[config.mk]
export PLATFORM = sky130hd
export DESIGN_NAME = bio_unit
export DESIGN_NICKNAME = d
export VERILOG_FILES = /design/src/inc/bio_pkg.sv /design/src/inc/bio_addr_if.sv /design/src/hw/bio_addr_gen.sv /design/src/hw/bio_unit.sv
export SDC_FILE = /design/constraint.sdc
export NUM_CORES = 1
export LEC_CHECK = 0
export ABC_AREA = 1
export BUFFER_PORTS_ARGS = -buffer_cell sky130_fd_sc_hd__buf_2
export CAP_MARGIN = 5
export CORE_AREA = 4 4 101 103
export CTS_BUF_LIST = sky130_fd_sc_hd__clkbuf_16
export DETAILED_ROUTE_END_ITERATION = 7
export DIE_AREA = 0 0 105 107
export GPL_ROUTABILITY_DRIVEN = 0
export MAX_ROUTING_LAYER = met4
export PLACE_DENSITY = 0.82
export SLEW_MARGIN = 10
export SYNTH_ARGS = -nofsm -noshare
export SYNTH_HDL_FRONTEND = slang
export SYNTH_SLANG_ARGS = --single-unit
[constraint.sdc]
create_clock -name clk -period 7.2 [get_ports clk]
set_input_delay 1.44 -clock clk [delete_from_list [all_inputs] [get_ports clk]]
set_output_delay 1.44 -clock clk [all_outputs]
set_load 0.02 [all_outputs]
[src/inc/bio_pkg.sv]
`default_nettype none
package bio_pkg;
  localparam int BIO_WORD_W = 16;
  localparam int BIO_ADDR_W = 11;
  localparam int BIO_DISP_W = 8;
  localparam int BIO_CNT_W = 4;
  localparam int BIO_OFS_W = 5;
  // hardware base sits in word bits 11..1 (lsb-0 numbering)
  localparam int BIO_BASE_LSB = 1;
  localparam int BIO_BASE_MSB = 11;
  localparam logic [BIO_OFS_W-1:0] BIO_FULL_CNT = 5'h10;
  localparam logic [BIO_OFS_W-1:0] BIO_LAST_CNT = 5'h01;
  localparam logic [BIO_OFS_W-1:0] BIO_OFS_STEP = 5'h01;
  localparam logic [1:0] BIO_TOP_LINES = 2'h0;

  typedef enum logic [2:0] {
    BIO_TEST_BIT_OP,
    BIO_SET_ONE_OP,
    BIO_SET_ZERO_OP,
    BIO_MULTI_BIT_LOAD_OP,
    BIO_MULTI_BIT_STORE_OP
  } bio_op_t;

  function automatic logic [BIO_ADDR_W-1:0] bio_hw_base(
      input logic [BIO_WORD_W-1:0] w);
    bio_hw_base = w[BIO_BASE_MSB:BIO_BASE_LSB];
  endfunction

  function automatic logic [BIO_ADDR_W-1:0] bio_sext(
      input logic [BIO_DISP_W-1:0] d);
    bio_sext = {{(BIO_ADDR_W-BIO_DISP_W){d[BIO_DISP_W-1]}}, d};
  endfunction

  function automatic logic bio_is_single(input bio_op_t op);
    bio_is_single = (op == BIO_TEST_BIT_OP) || (op == BIO_SET_ONE_OP) ||
                    (op == BIO_SET_ZERO_OP);
  endfunction

  function automatic logic bio_is_out(input bio_op_t op);
    bio_is_out = (op == BIO_SET_ONE_OP) || (op == BIO_SET_ZERO_OP) ||
                 (op == BIO_MULTI_BIT_LOAD_OP);
  endfunction
endpackage
`default_nettype wire

[src/inc/bio_addr_if.sv]
`timescale 1ns/1ns
`default_nettype none
interface bio_addr_if;
  import bio_pkg::*;
  logic [BIO_WORD_W-1:0] base_word;
  logic [BIO_DISP_W-1:0] disp;
  logic use_disp;
  logic [BIO_OFS_W-1:0] offset;
  logic [BIO_ADDR_W-1:0] bit_addr;
  modport gen (input base_word, input disp, input use_disp, input offset,
               output bit_addr);
  modport seq (output base_word, output disp, output use_disp,
               output offset, input bit_addr);
endinterface
`default_nettype wire

[src/hw/bio_addr_gen.sv]
`timescale 1ns/1ns
`default_nettype none
module bio_addr_gen import bio_pkg::*; (
  bio_addr_if.gen ai
);
  wire logic [BIO_ADDR_W-1:0] base_w;
  wire logic [BIO_ADDR_W-1:0] disp_w;
  wire logic [BIO_ADDR_W-1:0] ofs_w;

  // word bits 15..12 and 0 simply never reach the adder
  assign base_w = bio_hw_base(ai.base_word);
  assign disp_w = ai.use_disp ? bio_sext(ai.disp) : '0;
  assign ofs_w = {{(BIO_ADDR_W-BIO_OFS_W){1'b0}}, ai.offset};
  // wraps modulo 2^11, as the address lines do
  assign ai.bit_addr = base_w + disp_w + ofs_w;
endmodule
`default_nettype wire

[src/hw/bio_unit.sv]
`timescale 1ns/1ns
`default_nettype none
module bio_unit import bio_pkg::*; (
  input wire logic clk,
  input wire logic rst_n,
  input wire logic op_valid,
  output logic op_ready,
  input wire bio_op_t op_kind,
  input wire logic [BIO_WORD_W-1:0] base_pointer_word,
  input wire logic [BIO_DISP_W-1:0] displacement,
  input wire logic [BIO_CNT_W-1:0] bit_count,
  input wire logic [BIO_WORD_W-1:0] write_data,
  output logic [1:0] addr_top,
  output logic [BIO_ADDR_W-1:0] bit_addr,
  output logic serial_bit_out,
  output logic bit_output_strobe,
  input wire logic serial_bit_in,
  output logic busy,
  output logic done,
  output logic test_result,
  output logic [BIO_WORD_W-1:0] read_data
);
  typedef enum logic [1:0] {BIO_IDLE, BIO_ADDR, BIO_XFER} bio_state_t;

  bio_state_t state_r;
  bio_op_t op_r;
  logic [BIO_WORD_W-1:0] base_r;
  logic [BIO_DISP_W-1:0] disp_r;
  logic [BIO_WORD_W-1:0] data_r;
  logic [BIO_OFS_W-1:0] cnt_r;
  logic [BIO_OFS_W-1:0] offset_r;
  logic [BIO_ADDR_W-1:0] bit_addr_r;
  logic serial_out_r;
  logic strobe_r;
  logic done_r;
  logic test_r;
  logic [BIO_WORD_W-1:0] rdata_r;

  bio_addr_if ai ();

  bio_addr_gen u_gen (
    .ai(ai)
  );

  ////////////////////////////////////////////////////////////////////////
  wire logic idle_w;
  wire logic accept_w;
  wire logic last_w;
  wire logic first_out_w;
  wire logic [BIO_OFS_W-1:0] cnt_in_w;
  wire logic [BIO_OFS_W-1:0] ofs_nxt;

  assign idle_w = (state_r == BIO_IDLE);
  assign accept_w = idle_w && op_valid;
  assign last_w = (cnt_r == BIO_LAST_CNT);
  assign cnt_in_w = (bit_count == '0) ? BIO_FULL_CNT
                                      : {1'b0, bit_count};
  assign ofs_nxt = offset_r + BIO_OFS_STEP;
  // while idle the generator looks straight at the request
  assign ai.base_word = idle_w ? base_pointer_word : base_r;
  assign ai.disp = idle_w ? displacement : disp_r;
  assign ai.use_disp = idle_w ? bio_is_single(op_kind)
                              : bio_is_single(op_r);
  assign ai.offset = idle_w ? '0 : ofs_nxt;
  assign first_out_w = (op_kind == BIO_SET_ONE_OP) ||
                       ((op_kind == BIO_MULTI_BIT_LOAD_OP) && write_data[0]);

  assign op_ready = idle_w;
  assign busy = !idle_w;
  assign addr_top = BIO_TOP_LINES;
  assign bit_addr = bit_addr_r;
  assign serial_bit_out = serial_out_r;
  assign bit_output_strobe = strobe_r;
  assign done = done_r;
  assign test_result = test_r;
  assign read_data = rdata_r;

  ////////////////////////////////////////////////////////////////////////
  // two cycles per bit: address settles, then strobe or input sample
  always_ff @(posedge clk or negedge rst_n) begin
    if (!rst_n) begin
      state_r <= BIO_IDLE;
      op_r <= BIO_TEST_BIT_OP;
      base_r <= '0;
      disp_r <= '0;
      data_r <= '0;
      cnt_r <= '0;
      offset_r <= '0;
      bit_addr_r <= '0;
      serial_out_r <= 1'b0;
      strobe_r <= 1'b0;
    end else begin
      unique case (state_r)
        BIO_IDLE: begin
          if (op_valid) begin
            op_r <= op_kind;
            base_r <= base_pointer_word;
            disp_r <= displacement;
            data_r <= write_data;
            cnt_r <= bio_is_single(op_kind) ? BIO_LAST_CNT : cnt_in_w;
            offset_r <= '0;
            bit_addr_r <= ai.bit_addr;
            serial_out_r <= first_out_w;
            state_r <= BIO_ADDR;
          end
        end
        BIO_ADDR: begin
          strobe_r <= bio_is_out(op_r);
          state_r <= BIO_XFER;
        end
        BIO_XFER: begin
          strobe_r <= 1'b0;
          if (last_w) begin
            serial_out_r <= 1'b0;
            state_r <= BIO_IDLE;
          end else begin
            cnt_r <= cnt_r - BIO_LAST_CNT;
            offset_r <= ofs_nxt;
            data_r <= data_r >> 1;
            bit_addr_r <= ai.bit_addr;
            serial_out_r <= (op_r == BIO_MULTI_BIT_LOAD_OP) && data_r[1];
            state_r <= BIO_ADDR;
          end
        end
      endcase
    end
  end

  // input bits land lsb first; the test op keeps its bit separately
  always_ff @(posedge clk or negedge rst_n) begin
    if (!rst_n) begin
      done_r <= 1'b0;
      test_r <= 1'b0;
      rdata_r <= '0;
    end else begin
      done_r <= (state_r == BIO_XFER) && last_w;
      if ((state_r == BIO_XFER) && (op_r == BIO_TEST_BIT_OP)) begin
        test_r <= serial_bit_in;
      end
      if (accept_w && (op_kind == BIO_MULTI_BIT_STORE_OP)) begin
        rdata_r <= '0;
      end else if ((state_r == BIO_XFER) &&
                   (op_r == BIO_MULTI_BIT_STORE_OP)) begin
        rdata_r[offset_r[BIO_CNT_W-1:0]] <= serial_bit_in;
      end
    end
  end
endmodule
`default_nettype wire

==> results of run 1 <==
-- cell usage in the layout, fill, tap and decap left out, drive strengths merged, types with 4 or more instances in the layout --
cell / n
inv: 66
fa: 6
nand2: 157
nand3: 30
dfrtp: 80
xor2: 4
buf: 78
a21oi: 31
o21ai: 69
ha: 24
clkbuf: 9
a31oi: 15
o22ai: 5
clkinv: 4
nor2: 52
-- sequential cells by signal, summed over array words and instances (netlist names), 3 cells and up --
name and cells:
read_data 16, data_r 15, base_r 11, bit_addr 11, disp_r 8, cnt_r 5
offset_r 5, op_r 3
-- worst max-delay path: stages (launching register included) --
cell and delay [ns]:
dfrtp_1 0.40, inv_1 0.11, ha_1 0.70, inv_2 0.40
nand3_1 0.19, nand2_1 0.21, nand2_1 0.14, fa_1 0.42
inv_1 0.07, ha_1 0.20, inv_1 0.07, fa_1 0.41
nand3b_1 0.17, nand2_1 0.15, nand4_1 0.13, nand2_1 0.08
nand2_1 0.05, nand3_1 0.06, nand2_1 0.05
-- cells by family (layout without fill, tap and decap cells) --
| logic type | after synthesis | after routing | share of synthesized area (%) |
|---|---|---|---|
| simple gates | 247 | 247 | 22.35 |
| compound gates | 124 | 124 | 14.56 |
| buf+inv | 90 | 160 | 8.345 |
| flops | 80 | 80 | 44.21 |
| fa+ha+maj | 30 | 30 | 9.284 |
| xor+xnor | 6 | 6 | 1.161 |
| other cells | 1 | 2 | 0.08282 |
-- power by group --
group | switching [mW] | leakage, nW | total (mW) | internal (mW)
Combinational | 0.820 | 1.65 | 1.28 | 0.457
Sequential | 0.0973 | 1.00 | 0.724 | 0.626
Clock | 0.183 | 0.149 | 0.484 | 0.300
Total | 1.10 | 2.80 | 2.48 | 1.38
-- routing by layer --
metal / routed length [um] / part of all wire [%] / vias to the layer above / track usage (%)
met5: 0 / 0 / - / -
met4: 242 / 2.3 / 0 / 9.091
met3: 556 / 5.4 / 23 / 3.793
met2: 5008 / 48 / 113 / 33.00
met1: 4571 / 44 / 1840 / 24.50
li1: - / - / 1996 / -
-- metrics by stage --
stage                     hold slack, ns  setup slack (ns)  total power [mW]
after floorplan                   0.4478             3.585             1.698
after global placement            0.4570             3.001             1.937
after detailed placement          0.4575             2.928             1.992
after CTS                         0.4803             3.132             2.492
after global routing              0.4926             2.721             2.730
final                             0.4794             3.075             2.485
-- final cells by class --
cell class	instances	area share (%)
tap	111	2.645
clock inverter	6	1.621
sequential	80	38.13
multi-input combinational	409	40.99
timing repair buffer	78	7.483
inverter	67	4.838
clock buffer	9	4.290
-- final timing paths --
kind                                  start           to  slack, ns  cells past startpoint
worst min register to register  bit_addr[0]  bit_addr[0]       0.48                      2
worst max register to register   state_r[0]  bit_addr[9]       3.07                     18
worst max-delay path             state_r[0]  bit_addr[9]       3.07                     18
min in group asynchronous             rst_n    data_r[3]       1.27                      1
max in group asynchronous             rst_n   data_r[14]       5.28                      1
worst min-delay path            bit_addr[0]  bit_addr[0]       0.48                      2
==> metrics.txt, run 1 <==
DRC viols 0; top cell type's share of synthesized area 44.21%; clock sinks 80; CP max FO 28; Antenna diodes 0; DR vias between 3000 and 4000; worst skew pair latency around 0.34 ns; initial cell density of the core between 40% and 50%; syn_area_per_cell between 7 and 8 um2; die width between 100 and 150 um; vias in the first global route ~4000; cts hold-fix bufs 0; maxcap violations 0; ratio of cells with drive above 1 in the final layout roughly 15%; Rows 35; # IOs 86; Setup TNS 0 ns; asr flop ratio synth 100.0%; CTS tree yes; largest net degree at the start of global routing 81; Top FF cell, synth dfrtp_1; die area 0.01124 mm2; Leak roughly 2.8 nW; synthesis-stage register bit count 80; antenna violations before repair 0; fin cells 760; first-pass GRT wire length approximately 18 mm; setup bufs post-CTS 0; Overflow after GRT 0; Sequential Area ~0.002 mm2; Post-Syn Area between 0.004 and 0.005 mm2; WL final 10.38 mm; post-DR wirelength/cell ~14 um; RSZ-0062 raised after global routing false; post-layout minimum cycle time 4.125 ns; worst vdd ir ~0.22 mV; Max clock buf depth 2; core area 0.009196 mm2; Synth cell types 33; placed cells ~750; Final nets slightly above 700; clk root buf clkbuf_16; pwr/cell area approximately 470 mW/mm2; kind of critical path flip-flop to flip-flop; HPWL Detailed between 7 and 8 mm; most instantiated library cell after synthesis nand2_1; Die H between 100 and 150 um; placed cell areas 0.004940 mm2; Worst slew margin between 20% and 30%; fillers 840; Iter 0 DRT Violations 256; Clock transition at path regs about 0.06 ns; Critical Path End Type flip-flop; Slew Limit Fails 0; status completed; post-synthesis instance total between 500 and 600; Final Skew ~0.0063 ns; final setup fails 0; Final Util around 57%; endpoints failing hold 0; Synthesis Warnings 0; EDFF count, synth 0; Area Overhead vs Synth 15.94%; Hold WC Path Type flip-flop to flip-flop; H-tree depth 3; Period Utilization, post-route roughly 57%; f_max around 240 MHz; DRT Pass-1 Iters 5; multi-input logic area 0.002152 mm2; final instance area between 0.005 and 0.006 mm2; Critical Path AT approximately 4.4 ns; All-Layer GR Usage 20.19%; sequential area share after synthesis between 40 and 50%; actual slew at the worst max-slew pin around 1.1 ns; routed vias/inst roughly 5.2; Critical Path Source Type flip-flop; CTS Buf Count 9; Synth top cells by count nand2_1 (157), dfrtp_1 (80), o21ai_0 (64); # port buffers 78; post-cts resize count 0; Antenna Nets Post-Route 0; Critical Path RT roughly 7.4 ns; dominant cells by area after synthesis dfrtp_1 (44%), nand2_1 (13%), o21ai_0 (7.1%); post-synth top area cell dfrtp_1
Note: power is estimated with default switching activity, not from simulation.
==> run 2, diff against run 1 <==
--- a/config.mk
+++ b/config.mk
@@ -14,7 +14,7 @@
 export DIE_AREA = 0 0 105 107
 export GPL_ROUTABILITY_DRIVEN = 0
 export MAX_ROUTING_LAYER = met4
-export PLACE_DENSITY = 0.82
+export PLACE_DENSITY = 0.85
 export SLEW_MARGIN = 10
 export SYNTH_ARGS = -nofsm -noshare
 export SYNTH_HDL_FRONTEND = slang
==> constraint.sdc (replaced) <==
create_clock -name clk -period 3.4 [get_ports clk]
set_input_delay 0.68 -clock clk [delete_from_list [all_inputs] [get_ports clk]]
set_output_delay 0.68 -clock clk [all_outputs]
set_load 0.02 [all_outputs]
==> run 2 against run 1 <==
  * Clock-buffer cell count did not move
  * Routed wire length rose by 3.2%
  * Sequential power rose by 110%
  * First-iteration DRC count rose by 15%
  * Largest cell class unchanged
  * Final cell count rose by 1.1%
  * Cell area rose by 1.5%
==> metrics.txt, run 2 (same netlist as run 1, synthesis figures left out) <==
critical path cell sequence inv_1 -> ha_2 -> buf_8 -> nand2_1 -> o21ai_1 -> fa_1 -> inv_1 -> ha_1 -> inv_1 -> fa_1 -> nand3b_1 -> nand2_1 -> nand4_1 -> nand2_1 -> nand2_1 -> nand3_1 -> nand2_1; commonest non-fill, non-tap cell in the layout nand2_1; Iter 0 DRT Violations 294; Max clock buf depth 2; Critical Path RT 3.62 ns; Worst path slowest cell fa_1; core area approximately 0.009 mm2; Largest register FFs 16; actual slew at the worst max-slew pin ~1.0 ns; maxcap violations 0; # IOs 86; Antenna diodes 0; post-cts resize count 0; die width about 110 um; DR vias 4092; All-Layer GR Usage between 20% and 30%; CP delay by family, top adder cells; ratio of cells with drive above 1 in the final layout 16.89%; WL final about 11 mm; kind of critical path flip-flop to flip-flop; CTS tree yes; WP buf/inv 4; clk root buf clkbuf_16; Final nets 733; Die H ~110 um; Hold WC Path Type input pin to asynchronous set/reset pin; CTS Buf Count 9; vias in the first global route roughly 4000; Slew Limit Fails 0; worst reg2reg path depth 17; worst reg2reg setup slack ~0.25 ns; post-layout minimum cycle time 3.146 ns; CP most frequent cell nand2_1; Leak 2.847 nW; clock sinks 80; commonest cells after routing, fill and taps aside nand2_1 (156), dfrtp_1 (80), buf_2 (77); DRT Pass-1 Iters 7; DRC viols 0; pwr/cell area 1005 mW/mm2; worst skew pair latency between 0.3 and 0.4 ns; antenna violations before repair 0; RSZ-0062 raised after global routing false; RR Endpoint bit_addr[9]; routed vias/inst between 5 and 6; Area Overhead vs Synth 17.71%; Clock transition at path regs ~0.06 ns; placed cells 752; Period Utilization, post-route ~93%; first-pass GRT wire length roughly 18 mm; Final Skew around 0.0053 ns; HPWL Detailed slightly below 8 mm; Setup crit start state_r[0]; status completed; Critical Path Source Type flip-flop; fin cells around 770; worst vdd ir approximately 0.46 mV; die area 0.01124 mm2; cts hold-fix bufs 0; Setup TNS 0 ns; endpoints failing hold 0; worst stage delay on the critical path ~0.41 ns; Critical Path AT 3.37 ns; Pwr Total 5.356 mW; Overflow after GRT 0; Rows 35; initial cell density of the core 49.24%; f_max 317.9 MHz; Worst slew margin a little under a third; Antenna Nets Post-Route 0; # port buffers 78; CP max FO 22; post-DR wirelength/cell 13.94 um; r2r startpoint state_r[0]; setup bufs post-CTS 0; H-tree depth 3; final setup fails 0; Critical Path End Type flip-flop; largest net degree at the start of global routing 81; fillers between 800 and 900
run 2: changes by cell type in the layout (fill, tap and decap cells not counted), sizes merged:
cell / delta
buf: +7
clkinvlp: -1
inv: +2
run 2: worst max path at each step:
stage                        endpoint  slack (ns)  depth (start not counted)
after floorplan           bit_addr[9]        0.01                         17
after global placement    bit_addr[9]        0.19                         17
after detailed placement  bit_addr[9]        0.11                         17
after CTS                 bit_addr[9]        0.14                         16
after global routing      bit_addr[9]        0.02                         17
final                     bit_addr[9]        0.25                         17
run 2: final cells by class:
type | instances | area (um2) | share of cell area (%)
Multi-Input combinational cell | 409 | 2162 | 40.56
Sequential cell | 80 | 2002 | 37.56
Timing Repair Buffer | 85 | 452.9 | 8.498
Inverter | 67 | 254.0 | 4.765
Clock buffer | 9 | 225.2 | 4.225
Tap cell | 111 | 138.9 | 2.606
Clock inverter | 7 | 95.09 | 1.784
run 2: worst reg2reg max path: cells and delay by family, from the launching register on:
family / cells / cell delay (ns)
and+or+nand+nor: 8 / 0.79
adders and majority gates: 4 / 1.28
DFF: 1 / 0.40
AOI/OAI and AO/OA: 1 / 0.12
buffers and inverters: 4 / 0.45
run 2: where the power goes:
| part | internal (mW) | total, mW | leakage [nW] | switching (mW) |
|---|---|---|---|---|
| sequential | 1.33 | 1.54 | 1.00 | 0.214 |
| combinational | 1.02 | 2.79 | 1.68 | 1.76 |
| clock | 0.644 | 1.03 | 0.161 | 0.385 |
run 2: per-layer routing:
layer / routed length [um] / track usage [%] / share of wire [%]
met4: 192 / 6.560 / 1.8
met3: 576 / 4.275 / 5.4
met1: 4524 / 24.84 / 42
met5: 0 / - / 0
met2: 5414 / 34.46 / 51
run 2: stage by stage:
step                worst slack, ns  utilization [%]  hold WS [ns]  cell area (um2)
floorplan                   0.01378                -        0.3844             4532
global placement             0.1866            54.29        0.4610             4992
detailed placement           0.1077            54.29        0.4675             4992
CTS                          0.1428            57.77        0.4824             5313
global route                0.01636            57.96        0.5124             5330
finish                       0.2544            57.96        0.4758             5330
